[config.mk]
export PLATFORM = sky130hd
export DESIGN_NAME = fcra_host
export DESIGN_NICKNAME = d
export VERILOG_FILES = /design/src/logic/fcra_bus_cycle.v /design/src/logic/fcra_host.v
export VERILOG_INCLUDE_DIRS = /design/src /design/src/logic
export SDC_FILE = /design/constraint.sdc
export NUM_CORES = 1
export LEC_CHECK = 0
export BUFFER_PORTS_ARGS = -buffer_cell sky130_fd_sc_hd__buf_2
export CORE_MARGIN = 1.5
export CORE_UTILIZATION = 45
export CTS_BUF_LIST = sky130_fd_sc_hd__clkbuf_2 sky130_fd_sc_hd__clkbuf_4 sky130_fd_sc_hd__clkbuf_8
export DETAILED_ROUTE_END_ITERATION = 10
export GPL_ROUTABILITY_DRIVEN = 1
export HOLD_SLACK_MARGIN = 0.12
export PLACE_DENSITY = 0.74
export SLEW_MARGIN = 20
export SYNTH_ARGS = -nofsm -noshare
export SYNTH_HDL_FRONTEND = slang
export SYNTH_SLANG_ARGS = --single-unit
[constraint.sdc]
create_clock -name core_clk -period 4.8 [get_ports core_clk]
set_input_delay 0.96 -clock core_clk [delete_from_list [all_inputs] [get_ports core_clk]]
set_output_delay 0.96 -clock core_clk [all_outputs]
set_load 0.005 [all_outputs]
[src/logic/fcra_consts.vh]
// Command codes, identification addresses and timing counts for the flash command host
`ifndef FCRA_CONSTS_VH
`define FCRA_CONSTS_VH
`define FCRA_CMD_READ       8'h00
`define FCRA_CMD_SETUP_PGM  8'h40
`define FCRA_CMD_ID_A       8'h80
`define FCRA_CMD_ID_B       8'h90
`define FCRA_CMD_RESET      8'hFF
`define FCRA_ADDR_MFR       16'h0000
`define FCRA_ADDR_DEV       16'h0001
`define FCRA_CLK_MHZ        40
`define FCRA_WR_TO_RD_US    6
`define FCRA_WR_TO_RD_CYC   (`FCRA_WR_TO_RD_US * `FCRA_CLK_MHZ)
`define FCRA_SETUP_CYC      2
`define FCRA_PULSE_CYC      3
`define FCRA_HOLD_CYC       2
`define FCRA_READ_CYC       6
`define FCRA_OP_NONE        3'h0
`define FCRA_OP_RESET       3'h1
`define FCRA_OP_READ_ID     3'h2
`define FCRA_OP_READ_MODE   3'h3
`define FCRA_OP_ABORT_PGM   3'h4
`endif

[src/logic/fcra_bus_cycle.v]
// One write or read cycle on the flash parallel bus, strobe timing in core clocks
`timescale 1ns/1ps
`include "fcra_consts.vh"
module fcra_bus_cycle (
	input  wire        core_clk,   // System clock
	input  wire        sys_rst,    // Synchronous reset
	input  wire        clk_en,     // Clock enable
	input  wire        start,      // Begin a cycle
	input  wire        is_write,   // 1 write, 0 read
	input  wire [15:0] addr,       // Cycle address
	input  wire [7:0]  wdata,      // Write data
	input  wire [7:0]  pin_dq_in,  // Synchronised data pins
	output reg         busy,       // Cycle in progress
	output reg         done,       // Cycle finished pulse
	output reg  [7:0]  rdata,      // Captured read data
	output reg  [15:0] pin_addr,   // Address pins
	output reg  [7:0]  pin_dq_out, // Data pins out
	output reg         pin_dq_oe,  // Data pins drive enable
	output reg         ce_n,       // Chip enable
	output reg         we_n,       // Write strobe
	output reg         oe_n        // Output enable
);
	localparam S_IDLE  = 4'b0001;
	localparam S_SETUP = 4'b0010;
	localparam S_PULSE = 4'b0100;
	localparam S_HOLD  = 4'b1000;
	reg [3:0] state_reg;
	reg [3:0] cnt_reg;
	reg       wr_reg;
	always @(posedge core_clk) begin
		if (sys_rst) begin
			state_reg <= S_IDLE;
			cnt_reg <= 4'h0;
			wr_reg <= 1'b0;
			busy <= 1'b0;
			done <= 1'b0;
			rdata <= 8'h00;
			pin_addr <= 16'h0000;
			pin_dq_out <= 8'h00;
			pin_dq_oe <= 1'b0;
			ce_n <= 1'b1;
			we_n <= 1'b1;
			oe_n <= 1'b1;
		end else if (clk_en) begin
			done <= 1'b0;
			case (state_reg)
				S_IDLE: begin
					if (start) begin
						// Address set up ahead of the falling strobe, data ahead of rising
						pin_addr <= addr;
						pin_dq_out <= wdata;
						pin_dq_oe <= is_write;
						wr_reg <= is_write;
						ce_n <= 1'b0;
						busy <= 1'b1;
						cnt_reg <= 4'h0;
						state_reg <= S_SETUP;
					end
				end
				S_SETUP: begin
					if (cnt_reg == `FCRA_SETUP_CYC - 1) begin
						cnt_reg <= 4'h0;
						we_n <= ~wr_reg;
						oe_n <= wr_reg;
						state_reg <= S_PULSE;
					end else begin
						cnt_reg <= cnt_reg + 4'h1;
					end
				end
				S_PULSE: begin
					if (cnt_reg == (wr_reg ? `FCRA_PULSE_CYC - 1 : `FCRA_READ_CYC - 1)) begin
						cnt_reg <= 4'h0;
						we_n <= 1'b1;
						oe_n <= 1'b1;
						if (!wr_reg)
							rdata <= pin_dq_in;
						state_reg <= S_HOLD;
					end else begin
						cnt_reg <= cnt_reg + 4'h1;
					end
				end
				S_HOLD: begin
					// Address and data held past the rising strobe
					if (cnt_reg == `FCRA_HOLD_CYC - 1) begin
						pin_dq_oe <= 1'b0;
						ce_n <= 1'b1;
						busy <= 1'b0;
						done <= 1'b1;
						state_reg <= S_IDLE;
					end else begin
						cnt_reg <= cnt_reg + 4'h1;
					end
				end
				default: state_reg <= S_IDLE;
			endcase
		end
	end
endmodule

[src/logic/fcra_host.v]
// Host sequencer that issues reset, abort and identification sequences to a bytewide flash
`timescale 1ns/1ps
`include "fcra_consts.vh"
// Contract
// - After a set-up command the host writes FFH twice back to back to cancel the operation.
// - After cancelling, a valid command must be written before relying on any other state; the abort sequence ends at the second FFH.
// - The host issues the reset sequence first after its own reset, ahead of any user request.
// - Identification mode is left only by writing a new command, which the host does with 00H.
// - After a command ending erase or program the host waits at least 6 us before a read.
module fcra_host (
	input  wire        core_clk,           // 40 MHz clock
	input  wire        sys_rst,            // Synchronous reset, active high
	input  wire        clk_en,             // Clock enable, freezes state when low
	input  wire        req_valid,          // User request strobe
	input  wire [2:0]  req_op,             // Requested operation
	input  wire [7:0]  pin_dq_in,          // Flash data pins in
	input  wire        program_supply_low_level, // Supply sensed at read-only level, asynchronous
	output reg         req_ready,          // Ready for a request
	output reg         resp_valid,         // Operation done pulse
	output reg  [7:0]  resp_mfr,           // Captured maker code
	output reg  [7:0]  resp_dev,           // Captured device code
	output reg         supply_low,         // Synchronised supply-low status
	output wire [15:0] pin_addr,           // Flash address pins
	output wire [7:0]  pin_dq_out,         // Flash data pins out
	output wire        pin_dq_oe,          // Flash data drive enable
	output wire        flash_ce_n,         // Flash chip enable
	output wire        flash_we_n,         // Flash write strobe
	output wire        flash_oe_n          // Flash output enable
);
	localparam S_IDLE  = 6'b000001;
	localparam S_ISSUE = 6'b000010;
	localparam S_WAIT  = 6'b000100;
	localparam S_GAP   = 6'b001000;
	localparam S_DONE  = 6'b010000;
	localparam S_BOOT  = 6'b100000;
	// Six microseconds of core clocks, cut to the gap counter width on purpose
	localparam integer RECOV_INT = `FCRA_WR_TO_RD_CYC;
	localparam [8:0]   RECOV_CYC = RECOV_INT[8:0];
	reg [5:0]  state_reg;
	reg [2:0]  op_reg;
	reg [2:0]  step_reg;
	reg [8:0]  gap_reg;
	reg        boot_reg;
	reg        vpp_meta_reg;
	reg        start_reg;
	reg        wr_sel;
	reg [15:0] a_sel;
	reg [7:0]  d_sel;
	reg        last_sel;
	wire       cyc_busy;
	wire       cyc_done;
	wire [7:0] cyc_rdata;
	wire [7:0] dq_sync;
	// Per-step script of each operation
	always @* begin
		wr_sel = 1'b1;
		a_sel = 16'h0000;
		d_sel = `FCRA_CMD_RESET;
		last_sel = 1'b0;
		case (op_reg)
			`FCRA_OP_RESET: begin
				last_sel = (step_reg == 3'h1);
			end
			`FCRA_OP_ABORT_PGM: begin
				if (step_reg == 3'h0)
					d_sel = `FCRA_CMD_SETUP_PGM;
				last_sel = (step_reg == 3'h2);
			end
			`FCRA_OP_READ_ID: begin
				if (step_reg == 3'h0) begin
					d_sel = `FCRA_CMD_ID_B;
				end else if (step_reg == 3'h1) begin
					wr_sel = 1'b0;
					a_sel = `FCRA_ADDR_MFR;
				end else if (step_reg == 3'h2) begin
					wr_sel = 1'b0;
					a_sel = `FCRA_ADDR_DEV;
				end else begin
					d_sel = `FCRA_CMD_READ;
					last_sel = 1'b1;
				end
			end
			// Read-mode requests and unknown op codes both write 00H, falling back to read mode
			default: begin
				d_sel = `FCRA_CMD_READ;
				last_sel = 1'b1;
			end
		endcase
	end

	fcra_bus_cycle u_cycle (
		.core_clk   (core_clk),
		.sys_rst    (sys_rst),
		.clk_en     (clk_en),
		.start      (start_reg),
		.is_write   (wr_sel),
		.addr       (a_sel),
		.wdata      (d_sel),
		.pin_dq_in  (dq_sync),
		.busy       (cyc_busy),
		.done       (cyc_done),
		.rdata      (cyc_rdata),
		.pin_addr   (pin_addr),
		.pin_dq_out (pin_dq_out),
		.pin_dq_oe  (pin_dq_oe),
		.ce_n       (flash_ce_n),
		.we_n       (flash_we_n),
		.oe_n       (flash_oe_n)
	);

	// Pins are synchronised bit by bit; read data stands for the whole read strobe,
	// so all bits have settled long before the bus unit samples them
	genvar gi;
	generate
		for (gi = 0; gi < 8; gi = gi + 1) begin : g_dq_sync
			reg meta_reg;
			reg sync_reg;
			always @(posedge core_clk) begin
				if (sys_rst) begin
					meta_reg <= 1'b0;
					sync_reg <= 1'b0;
				end else if (clk_en) begin
					meta_reg <= pin_dq_in[gi];
					sync_reg <= meta_reg;
				end
			end
			assign dq_sync[gi] = sync_reg;
		end
	endgenerate

	always @(posedge core_clk) begin
		if (sys_rst) begin
			vpp_meta_reg <= 1'b0;
			supply_low <= 1'b0;
		end else if (clk_en) begin
			vpp_meta_reg <= program_supply_low_level;
			supply_low <= vpp_meta_reg;
		end
	end

	always @(posedge core_clk) begin
		if (sys_rst) begin
			state_reg <= S_BOOT;
			op_reg <= `FCRA_OP_RESET;
			step_reg <= 3'h0;
			gap_reg <= 9'h000;
			boot_reg <= 1'b1;
			start_reg <= 1'b0;
			req_ready <= 1'b0;
			resp_valid <= 1'b0;
			resp_mfr <= 8'h00;
			resp_dev <= 8'h00;
		end else if (clk_en) begin
			start_reg <= 1'b0;
			resp_valid <= 1'b0;
			case (state_reg)
				S_BOOT: begin
					// Reset sequence runs before any request is taken
					op_reg <= `FCRA_OP_RESET;
					step_reg <= 3'h0;
					state_reg <= S_ISSUE;
				end
				S_IDLE: begin
					// Requests while busy are dropped, not queued
					if (req_valid && req_op != `FCRA_OP_NONE) begin
						req_ready <= 1'b0;
						op_reg <= req_op;
						step_reg <= 3'h0;
						state_reg <= S_ISSUE;
					end
				end
				S_ISSUE: begin
					if (!cyc_busy && !start_reg) begin
						start_reg <= 1'b1;
						state_reg <= S_WAIT;
					end
				end
				S_WAIT: begin
					if (cyc_done) begin
						if (!wr_sel && step_reg == 3'h1)
							resp_mfr <= cyc_rdata;
						if (!wr_sel && step_reg == 3'h2)
							resp_dev <= cyc_rdata;
						if (last_sel) begin
							state_reg <= S_DONE;
						end else begin
							step_reg <= step_reg + 3'h1;
							gap_reg <= 9'h000;
							state_reg <= S_GAP;
						end
					end
				end
				S_GAP: begin
					// A full recovery wait after every write keeps any following read clean
					if (gap_reg >= RECOV_CYC - 9'h001) begin
						state_reg <= S_ISSUE;
					end else begin
						gap_reg <= gap_reg + 9'h001;
					end
				end
				S_DONE: begin
					if (gap_reg >= RECOV_CYC - 9'h001) begin
						if (!boot_reg)
							resp_valid <= 1'b1;
						boot_reg <= 1'b0;
						req_ready <= 1'b1;
						state_reg <= S_IDLE;
					end else begin
						gap_reg <= gap_reg + 9'h001;
					end
				end
				default: state_reg <= S_IDLE;
			endcase
			if (state_reg == S_WAIT && cyc_done && last_sel)
				gap_reg <= 9'h000;
		end
	end
endmodule

==> results.md, run 1 <==
- CP Max Fanout: 77
- Startpoint of the most critical setup path: sys_rst
- Number of I/O port buffers: 47
- CP Launch Type: input pin
- Drt initial violations: 193
- Number of antenna violations at the first check in global routing: 0
- Post-route setup TNS: 0 ns
- Routed wire length: 8620 um
- Data arrival at the endpoint of the critical path: 2.84 ns
- Sequential-to-total area share from yosys stat: 41.3%
- Area occupied by multi-input gates: 2210 sq um
- Period utilization: 54.3%
- # resized after CTS: 0
- Largest voltage drop on the vdd net: 214 uV
- Result of the run: finished clean
- H-tree Lvls: 3
- Kind of end point of the critical path: flop
- DRC viols: 0
- Class of the tightest hold or removal check: flop to flop
- Crit-path max cell delay: 0.59 ns
- Area of the core: 8850 sq um
- Max reg flops: 9
- Area used by sequential logic in the layout: 1720 sq um
- Vias in the first global route: 3,120
- Total Die Area: 9840 sq um
- Fillers: 824
- RR Endpoint: u_cycle.rdata[0]
- Final ANT Viol Nets: 0
- Weighted congestion reported at the end of routability-driven placement: 0.842
- Worst Path Required: 5.03 ns
- Slew Limit Fails: 0
- Cell Area, Synth: 4170 sq um
- Starting density of the core: 47.1%
- Syn-to-layout area delta: 9.19%
- Site Rows: 34
- Total length of routed met3 wires: 467 um
- Worst-case clock buffer depth: 2
- Global-route usage over all layers: 17.9%
- Clock skew after layout: 0.0158 ns
- DP Area: 4350 sq um
- Worst slew margin relative to its limit: 48.0%
- Clock sink count: 86
- Final standard cell area without fillers: 4550 sq um
- RR Startpoint: u_cycle.state_reg[2]
- Number of detailed-routing iterations run before antenna repair: 5
- Maximum clock frequency: 384 MHz
- Count of hold buffers inserted by post-cts repair: 0
- Average vias per placed instance: 5.43
- Ys async rst share: 0%
- Final setup viols: 0
- Pin count of the biggest net entering global routing: 78
- Routed met1 length: 4240 um
- Max layer used: met4
- Antenna Cells: 0
- Source-to-sink clock delay at the later pin of the worst-skew pair: 0.36 ns
- Final critical delay including setup and external delays: 2.61 ns
- Unrepaired setup endpoints after global routing: no
- Main flop type after synthesis: dfxtp_1
- Clock transition time at the flip-flop clock pins of the worst setup and hold paths: 0.08 ns
- Most common cell after layout, fill and taps aside: dfxtp_1
- Wire length of the first global-routing pass: 14,500 um
- Distinct cell type count after synthesis: 70
- Hold violation count in the final report: 0
- Top-level port count: 63
- Synth Area per Inst: 8.84 sq um
- Number of nets in the layout: 524
- Slew at the pin closest to its max-slew limit: 0.780 ns
- Cell-by-cell listing of the critical path: buf_2, buf_4, inv_1, nand3_1, nor2b_1, o21ai_0, o31ai_1
- Number of flip-flops and latches in the synthesized netlist: 86
- Endpoint of the most critical setup path: gap_reg[6]
- Cell chosen for the clock root: clkbuf_8
- Clock tree from TritonCTS: yes
- # Max-Cap Violations: 0
- Die Width: 99.2 um
- Wire length per cell: 14.0 um
- Worst hold slack after final layout: 0.455 ns
- Top library cells by usage in the layout, fill and taps aside: dfxtp_1 (86), nor2_1 (62), buf_2 (47), nand2_1 (40), mux2i_1 (40)
- Count of cells along the worst register-to-register path: 5
- Critical-path top delay cell: buf_4
- Number of buffers added by the clock tree synthesis step: 9
- Reg-to-reg setup timing slack: 2.35 ns
- Fraction of final layout cells sized beyond drive strength 1: 16.8%
- Die outline height: 99.2 um
- Final core utilization: 51.4%
- Number of enable flip-flop cells after synthesis: 0
- Post-CTS Setup Bufs: 0
- Cell count after synthesis: 471
- Post-layout total power: 0.00136 W
- Wire length on met2: 3880 um
- Via Count: 3,336
- Syn. warnings: 0
- Congestion Overflow GR: 0
- Type of the setup path with the least slack: input pin to flop
- HPWL Detailed: 5950 um
- Number of stages on the worst hold path: 2
- Pleak: 1.90 nW
- Power density over the cells: 299 nW/um^2
==> through the flow <==
stage	std cells	setup slack, ns
6_report	614	2.19
5_1_grt	614	1.97
4_1_cts	614	2.22
3_5_place_dp	598	1.84
3_3_place_gp	598	1.88
2_1_floorplan	485	2.47
==> cells in the mapped netlist (2+ instances only) <==
cell type | number | share of area [%]
a21oi_1 | 21 | 2.5
a311oi_1 | 2 | 0.42
a211oi_1 | 2 | 0.36
or3_1 | 4 | 0.60
nand2b_1 | 11 | 1.7
buf_2 | 2 | 0.24
o31ai_1 | 8 | 1.4
nor2_1 | 62 | 5.6
nor4b_1 | 3 | 0.63
a31oi_1 | 2 | 0.30
clkbuf_8 | 2 | 0.66
xnor2_1 | 3 | 0.63
a21o_1 | 4 | 0.72
a22oi_1 | 4 | 0.72
inv_1 | 8 | 0.72
nand2_1 | 40 | 3.6
and3_1 | 7 | 1.1
ha_1 | 7 | 2.1
mux2i_1 | 40 | 9.6
nor3b_1 | 4 | 0.72
nand4_1 | 3 | 0.45
o21ai_0 | 14 | 1.7
dfxtp_1 | 86 | 41
nor4bb_1 | 4 | 0.96
a22o_1 | 2 | 0.42
clkbuf_1 | 18 | 1.6
nor2b_1 | 4 | 0.60
o22ai_1 | 5 | 0.75
nor3_1 | 11 | 1.3
nand3b_1 | 4 | 0.72
buf_4 | 20 | 3.6
o31a_1 | 2 | 0.42
nor4_1 | 2 | 0.30
o21ai_2 | 2 | 0.42
nand3_1 | 22 | 2.6
and2b_2 | 2 | 0.42
==> final cells by class <==
type | instances | share of cell area (%)
clock buffer | 10 | 2.89
tap | 108 | 2.97
timing repair buffer | 49 | 5.50
clock inverter | 6 | 1.51
multi-input combinational | 347 | 48.6
sequential | 86 | 37.9
inverter | 8 | 0.660
==> per-layer routing <==
layer / vias up / GRT usage [%]
li1: 1693 / -
met1: 1558 / 23.4
met2: 81 / 29.1
met3: 4 / 5.06
met4: 0 / 4.33
met5: - / 0
==> where the power goes <==
part | leakage (nW) | switching, W | internal (W)
Sequential | 0.696 | 0.0000129 | 0.000725
Clock | 0.101 | 0.000272 | 0.000250
Combinational | 1.10 | 0.0000586 | 0.0000397
==> worst min path at each step <==
stage / start / end
detailed placement: resp_mfr[3] / resp_mfr[3]
floorplan: boot_reg / boot_reg
global placement: boot_reg / boot_reg
CTS: req_ready / req_ready
global route: req_ready / req_ready
finish: req_ready / req_ready
==> critical path: cells and delay by family <==
family | cells | cell delay [ns]
compound gates | 2 | 0.24
simple gates | 2 | 0.39
buf+inv | 3 | 1.22
==> logic make-up after synthesis <==
| group | synth area share, % |
|---|---|
| adder cells (fa/ha/maj) | 2.10 |
| flip-flops | 41.3 |
| multiplexers | 9.61 |
| other | 0.0900 |
| AND/OR/NAND/NOR | 24.4 |
| AO/OA/AOI/OAI | 14.4 |
| buffers and inverters | 7.21 |
| XOR/XNOR | 0.841 |
Note: power is estimated with default switching activity, not from simulation.
==> inputs of run 2 (changes only) <==
--- a/config.mk
+++ b/config.mk
@@ -6,6 +6,7 @@
 export SDC_FILE = /design/constraint.sdc
 export NUM_CORES = 1
 export LEC_CHECK = 0
+export ABC_AREA = 1
 export BUFFER_PORTS_ARGS = -buffer_cell sky130_fd_sc_hd__buf_2
 export CORE_MARGIN = 1.5
 export CORE_UTILIZATION = 45
@@ -13,7 +14,7 @@
 export DETAILED_ROUTE_END_ITERATION = 10
 export GPL_ROUTABILITY_DRIVEN = 1
 export HOLD_SLACK_MARGIN = 0.12
-export PLACE_DENSITY = 0.74
+export PLACE_DENSITY = 0.75
 export SLEW_MARGIN = 20
 export SYNTH_ARGS = -nofsm -noshare
 export SYNTH_HDL_FRONTEND = slang
==> constraint.sdc (replaced) <==
create_clock -name core_clk -period 2.7 [get_ports core_clk]
set_input_delay 0.54 -clock core_clk [delete_from_list [all_inputs] [get_ports core_clk]]
set_output_delay 0.54 -clock core_clk [all_outputs]
set_load 0.005 [all_outputs]
==> run 2 against run 1 <==
- synthesized cell count rose by 20%
- largest cell class unchanged
- critical path depth rose by 2
- via count rose by 8.5%
==> results.md, run 2 <==
- Result of the run: finished clean (unchanged)
- Cell count after synthesis: 567 (was 471)
- Post-synthesis cell type with the largest combined area: dfxtp_1 (unchanged)
- Number of nets in the layout: 629 (was 524)
- Worst hold slack after final layout: 0.396 ns (was 0.455 ns)
- Worst Path Required: 3.00 ns (was 5.03 ns)
- Sequential-to-total area share from yosys stat: 42.0% (was 41.3%)
- CP Launch Type: flop (was input pin)
- Site Rows: 34 (unchanged)
- Clock skew after layout: 0.00994 ns (was 0.0158 ns)
- Via Count: 3,618 (was 3,336)
- Clock transition time at the flip-flop clock pins of the worst setup and hold paths: 0.10 ns (was 0.08 ns)
- Largest voltage drop on the vdd net: 421 uV (was 214 uV)
- Number of I/O port buffers: 47 (unchanged)
- Worst-case clock buffer depth: 2 (unchanged)
- Final ANT Viol Nets: 0 (unchanged)
- Pre-CTS worst setup slack: 0.559 ns (was 1.84 ns)
- Vias in the first global route: 3,415 (was 3,120)
- Weighted congestion reported at the end of routability-driven placement: 0.896 (was 0.842)
- Cell types with the largest area share after synthesis: dfxtp_1 (42%), nor2_1 (9.5%), nand2_1 (8.5%) (was dfxtp_1 (41%), mux2i_1 (9.6%), nor2_1 (5.6%))
- DP Area: 4320 sq um (was 4350 sq um)
- Post-route setup TNS: 0 ns (unchanged)
- Class of the tightest hold or removal check: input pin to flop (was flop to flop)
- Total Die Area: 9700 sq um (was 9840 sq um)
- Average vias per placed instance: 5.03 (was 5.43)
- Final setup viols: 0 (unchanged)
- Final critical delay including setup and external delays: 1.97 ns
- Pleak: 2.07 nW (was 1.90 nW)
- Syn-to-layout area delta: 10.2% (was 9.19%)
- Area of the core: 8760 sq um (was 8850 sq um)
- Top post-synthesis cells by count: nor2_1 (104), nand2_1 (93), dfxtp_1 (86), inv_1 (52), o21ai_0 (48) (was dfxtp_1 (86), nor2_1 (62), mux2i_1 (40), nand2_1 (40), nand3_1 (22))
- Power density over the cells: 603 nW/um^2 (was 299 nW/um^2)
- Antenna Cells: 0 (unchanged)
- Type of the setup path with the least slack: flop to flop (was input pin to flop)
- Post-CTS Setup Bufs: 0 (unchanged)
- Top library cells by usage in the layout, fill and taps aside: nor2_1 (104), nand2_1 (93), dfxtp_1 (86), inv_1 (52), o21ai_0 (48) (was dfxtp_1 (86), nor2_1 (62), buf_2 (47), nand2_1 (40), mux2i_1 (40))
- Cell Area, Synth: 4100 sq um (was 4170 sq um)
- Slew at the pin closest to its max-slew limit: 0.666 ns (was 0.780 ns)
- Clock sink count: 86 (unchanged)
- Synth Area per Inst: 7.23 sq um (was 8.84 sq um)
- CP Max Fanout: 16 (was 77)
- Unrepaired setup endpoints after global routing: no (unchanged)
- Leading cell type by number of instances after synthesis: nor2_1 (was dfxtp_1)
- Maximum clock frequency: 508 MHz
- Kind of end point of the critical path: flop (unchanged)
- Source-to-sink clock delay at the later pin of the worst-skew pair: 0.36 ns (about the same)
- HPWL Detailed: 6010 um (was 5950 um)
- Ys async rst share: 0% (unchanged)
- Share of the synthesized area in the top cell type: 42.0% (was 41.3%)
- Cell chosen for the clock root: clkbuf_8 (unchanged)
- Worst slew margin relative to its limit: 55.5% (was 48.0%)
- Syn. warnings: 0 (unchanged)
- Area occupied by multi-input gates: 1990 sq um (was 2210 sq um)
- Routed wire length: 8400 um (was 8620 um)
- Number of enable flip-flop cells after synthesis: 0 (unchanged)
- Slew Limit Fails: 0 (unchanged)
- Max reg flops: 9 (unchanged)
- Drt initial violations: 137 (was 193)
- Worst Slack Setup Final: 0.733 ns (was 2.19 ns)
- Top-level port count: 63 (unchanged)
- Global-route usage over all layers: 18.0% (was 17.9%)
- Congestion Overflow GR: 0 (unchanged)
- DRC viols: 0 (unchanged)
- Main flop type after synthesis: dfxtp_1 (unchanged)
- Post-layout total power: 0.00273 W (was 0.00136 W)
- Fillers: 831 (was 824)
- H-tree Lvls: 3 (unchanged)
- Pin count of the biggest net entering global routing: 35 (was 78)
- Die outline height: 98.5 um (was 99.2 um)
- Number of antenna violations at the first check in global routing: 0 (unchanged)
- Area used by sequential logic in the layout: 1720 sq um (unchanged)
- # Max-Cap Violations: 0 (unchanged)
- Fraction of final layout cells sized beyond drive strength 1: 15.7% (was 16.8%)
- Wire length of the first global-routing pass: 14,700 um (was 14,500 um)
- Data arrival at the endpoint of the critical path: 2.26 ns (was 2.84 ns)
- Starting density of the core: 46.8% (was 47.1%)
- Period utilization: 72.8%
- Clock tree from TritonCTS: yes (unchanged)
- Count of hold buffers inserted by post-cts repair: 0 (unchanged)
- Wire length per cell: 11.7 um (was 14.0 um)
- Number of detailed-routing iterations run before antenna repair: 4 (was 5)
- Final standard cell area without fillers: 4520 sq um (was 4550 sq um)
- Hold violation count in the final report: 0 (unchanged)
- Distinct cell type count after synthesis: 43 (was 70)
- Most common cell after layout, fill and taps aside: nor2_1 (was dfxtp_1)
- Die Width: 98.5 um (was 99.2 um)
- Number of buffers added by the clock tree synthesis step: 9 (unchanged)
- # resized after CTS: 0 (unchanged)
- Number of flip-flops and latches in the synthesized netlist: 86 (unchanged)
[run 2: changes by cell type after synthesis, sizes merged, moves of 7 or more]
cell / change
o21ai: +37
nand3: +16
nand2b: -11
nand2: +56
clkbuf: -10
o31ai: -8
nor2: +49
and3: -7
a21oi: +23
mux2i: -40
inv: +49
[run 2: final cells by class]
cell class	instances	share of cell area, %
multi-input combinational	401	44.0
inverter	59	4.93
clock inverter	7	1.66
sequential	86	38.1
clock buffer	9	2.74
tap	108	2.99
timing repair buffer	49	5.54
[run 2: stage by stage]
| stage | utilization [%] | instances |
|---|---|---|
| floorplan | - | 581 |
| global placement | 49.3 | 703 |
| detailed placement | 49.3 | 703 |
| CTS | 51.6 | 719 |
| global route | 51.6 | 719 |
| finish | 51.6 | 719 |
[run 2: worst max-delay path: stages (launching register included)]
cell and delay, ns:
dfxtp_1 0.38, inv_1 0.10, ha_1 0.20, inv_1 0.06, nor2_1 0.07, inv_1 0.10, nand2_1 0.10, nor3_4 0.57
o21ai_0 0.16, a21oi_1 0.13
[run 2: cell families (layout without fill, tap and decap cells)]
family	count (synthesis)	count (layout)	synth area share, %
other	1	15	0.0914
AO/OA/AOI/OAI	108	108	14.2
buffers and inverters	94	124	10.8
XOR/XNOR	4	4	0.854
AND/OR/NAND/NOR	267	267	29.9
adder cells (fa/ha/maj)	7	7	2.14
flip-flops	86	86	42.0
[run 2: worst paths after layout]
| path | from | end | slack [ns] | cells after the start |
|---|---|---|---|---|
| max reg2reg | step_reg[0] | resp_mfr[4] | 0.73 | 9 |
| min reg2reg | boot_reg | boot_reg | 0.45 | 2 |
| max | step_reg[0] | resp_mfr[4] | 0.73 | 9 |
| min | pin_dq_in[5] | g_dq_sync[5].meta_reg | 0.40 | 3 |
[run 2: per-layer routing]
metal / vias up / wire length, um / GRT usage [%]
met5: - / 0 / 0
met4: 0 / 93 / 5.63
met2: 95 / 4020 / 31.6
met3: 10 / 456 / 4.18
li1: 1872 / - / -
met1: 1641 / 3820 / 21.9
[run 2: power by group]
| group | leakage (nW) | internal (W) | switching [W] |
|---|---|---|---|
| clock | 0.0985 | 0.000366 | 0.000528 |
| combinational | 1.27 | 0.000142 | 0.000285 |
| sequential | 0.700 | 0.00134 | 0.0000652 |
| total | 2.07 | 0.00185 | 0.000878 |
==> inputs of run 3 (changes only) <==
--- a/config.mk
+++ b/config.mk
@@ -14,7 +14,7 @@
 export DETAILED_ROUTE_END_ITERATION = 10
 export GPL_ROUTABILITY_DRIVEN = 1
 export HOLD_SLACK_MARGIN = 0.12
-export PLACE_DENSITY = 0.75
+export PLACE_DENSITY = 0.77
 export SLEW_MARGIN = 20
 export SYNTH_ARGS = -nofsm -noshare
 export SYNTH_HDL_FRONTEND = slang
==> constraint.sdc (replaced) <==
create_clock -name core_clk -period 1.6 [get_ports core_clk]
set_input_delay 0.32 -clock core_clk [delete_from_list [all_inputs] [get_ports core_clk]]
set_output_delay 0.32 -clock core_clk [all_outputs]
set_load 0.005 [all_outputs]
==> run 3 against run 2 <==
- register-to-register slack got worse by 0.68 ns
- fmax rose by 27%
- clock power rose by 85%
- first-iteration DRC count rose by 26%
- clock skew barely moved
- combinational power rose by 100%
- die area did not move
- global-route usage rose by 1.5 points
- sequential power rose by 67%
- wire length rose by 14%
- largest cell class unchanged
==> results.md, run 3 (synthesis gave the netlist of run 2 again) <==
- Final core utilization: 56.4% (was 51.6%)
- Slew Limit Fails: 0 (unchanged)
- Crit-path max cell delay: 0.35 ns (was 0.57 ns)
- Cell-by-cell listing of the critical path: nor2_4, nand4_1, nand2_1, inv_1, nand2_4, inv_2, nor2_1, nor2_1 (was inv_1, ha_1, inv_1, nor2_1, inv_1, nand2_1, nor3_4, o21ai_0, a21oi_1)
- Data arrival at the endpoint of the critical path: 1.81 ns (was 2.26 ns)
- Die outline height: 98.5 um (unchanged)
- DRC viols: 0 (unchanged)
- Pleak: 2.25 nW (was 2.07 nW)
- Result of the run: finished clean (unchanged)
- Die Width: 98.5 um (unchanged)
- Wire length per cell: 12.7 um (was 11.7 um)
- Power density over the cells: 988 nW/um^2 (was 603 nW/um^2)
- Clock skew after layout: 0.0103 ns (was 0.00994 ns)
- Critical path's most frequent cell: nor2_1 (was inv_1)
- CP Launch Type: flop (unchanged)
- Area occupied by multi-input gates: 2110 sq um (was 1990 sq um)
- Number of stages on the worst hold path: 3 (unchanged)
- Type of the setup path with the least slack: flop to flop (unchanged)
- Source-to-sink clock delay at the later pin of the worst-skew pair: 0.36 ns (about the same)
- Global-route usage over all layers: 19.5% (was 18.0%)
- Antenna Cells: 0 (unchanged)
- Congestion Overflow GR: 0 (unchanged)
- Clock transition time at the flip-flop clock pins of the worst setup and hold paths: 0.09 ns (was 0.10 ns)
- Unrepaired setup endpoints after global routing: yes (was no)
- Hold violation count in the final report: 0 (unchanged)
- Drt initial violations: 173 (was 137)
- Routed wire length: 9530 um (was 8400 um)
- Critical-path top delay cell: dfxtp_2 (was nor3_4)
- Number of I/O port buffers: 47 (unchanged)
- Site Rows: 34 (unchanged)
- Worst path top cell family by delay: simple AND/OR/NAND/NOR gates (unchanged)
- Vias in the first global route: 3,604 (was 3,415)
- H-tree Lvls: 3 (unchanged)
- Syn-to-layout area delta: 20.5% (was 10.2%)
- Max reg flops: 9 (unchanged)
- Area of the core: 8760 sq um (unchanged)
- Fraction of final layout cells sized beyond drive strength 1: 26.3% (was 15.7%)
- Count of buffering cells on the critical path with inverters included: 2 (was 3)
- Area used by sequential logic in the layout: 1740 sq um (was 1720 sq um)
- Number of placed cells counting well taps: 720 (was 703)
- Worst Path Required: 1.86 ns (was 3.00 ns)
- Starting density of the core: 46.8% (unchanged)
- Pin count of the biggest net entering global routing: 40 (was 35)
- Fillers: 802 (was 831)
- Wire length of the first global-routing pass: 15,600 um (was 14,700 um)
- Largest voltage drop on the vdd net: 764 uV (was 421 uV)
- Count of cells along the worst register-to-register path: 8 (was 9)
- Number of buffers added by the clock tree synthesis step: 9 (unchanged)
- Number of cells on the critical path: 8 (was 9)
- Average vias per placed instance: 5.14 (was 5.03)
- Via Count: 3,857 (was 3,618)
- Number of antenna violations at the first check in global routing: 0 (unchanged)
- Final setup viols: 0 (unchanged)
- Cell chosen for the clock root: clkbuf_8 (unchanged)
- Final critical delay including setup and external delays: 1.55 ns (was 1.97 ns)
- Reg-to-reg setup timing slack: 0.05 ns (was 0.73 ns)
- Post-route setup TNS: 0 ns (unchanged)
- Weighted congestion reported at the end of routability-driven placement: 0.931 (was 0.896)
- Period utilization: 96.8% (was 72.8%)
- Top-level port count: 63 (unchanged)
- # Max-Cap Violations: 0 (unchanged)
- Kind of end point of the critical path: flop (unchanged)
- Number of nets in the layout: 661 (was 629)
- Top library cells by usage in the layout, fill and taps aside: nor2_1 (99), nand2_1 (86), dfxtp_1 (73), inv_1 (47), buf_2 (47) (was nor2_1 (104), nand2_1 (93), dfxtp_1 (86), inv_1 (52), o21ai_0 (48))
- Clock sink count: 86 (unchanged)
- Maximum clock frequency: 646 MHz (was 508 MHz)
- Non-Filler Instances: 751 (was 719)
- Number of detailed-routing iterations run before antenna repair: 5 (was 4)
- Total Die Area: 9700 sq um (unchanged)
- Most common cell after layout, fill and taps aside: nor2_1 (unchanged)
- Count of hold buffers inserted by post-cts repair: 0 (unchanged)
- Worst-case clock buffer depth: 2 (unchanged)
- HPWL Detailed: 6450 um (was 6010 um)
- Final ANT Viol Nets: 0 (unchanged)
- Class of the tightest hold or removal check: input pin to flop (unchanged)
- Clock tree from TritonCTS: yes (unchanged)
- CP Max Fanout: 10 (was 16)
## run 3: final timing paths
check,startpoint,endpoint
max,state_reg[5],gap_reg[5]
min,pin_dq_in[1],g_dq_sync[1].meta_reg
max reg2reg,state_reg[5],gap_reg[5]
min reg2reg,boot_reg,boot_reg
## run 3: repair_timing
action | CTS | global route
setup buffers | 5 | 10
endpoints found under the setup margin | 20 | 50
gates resized for setup | 13 | 44
gates cloned | 1 | 0
pin swaps | 2 | 15
endpoints found under the hold margin | 0 | 0
## run 3: per-layer routing
metal / global-route usage (%) / share of wire, %
met2: 32.6 / 49
met5: 0 / 0
met3: 5.18 / 5.1
met1: 23.9 / 43
met4: 8.02 / 2.9
## run 3: where the power goes
part	internal, W	switching [W]
clock network	0.000792	0.000856
logic	0.000313	0.000558
registers	0.00227	0.0000967
total	0.00337	0.00151
## run 3: cell type report
| class | count | share of cell area [%] |
|---|---|---|
| clock buffer | 10 | 2.79 |
| sequential | 86 | 35.2 |
| timing repair buffer | 81 | 10.6 |
| inverter | 59 | 4.53 |
| tap | 108 | 2.73 |
| clock inverter | 6 | 1.52 |
| multi-input combinational | 401 | 42.6 |
## run 3: worst reg2reg max path: cells and delay by family (launching register included)
kind                   cells  cell delay [ns]
AND/OR/NAND/NOR            6             0.86
buffers and inverters      2             0.25
flip-flops                 1             0.35
## run 3: stage by stage
step                      setup WS [ns]  area (sq um)  hold slack [ns]  power [W]
after floorplan                  0.0957          4150            0.411    0.00298
after global placement           0.0436          4460            0.419    0.00315
after detailed placement        -0.0667          4460            0.426    0.00317
after CTS                       0.00208          4770            0.164    0.00483
after global routing            -0.0738          4940            0.166    0.00515
final                            0.0516          4940            0.177    0.00488
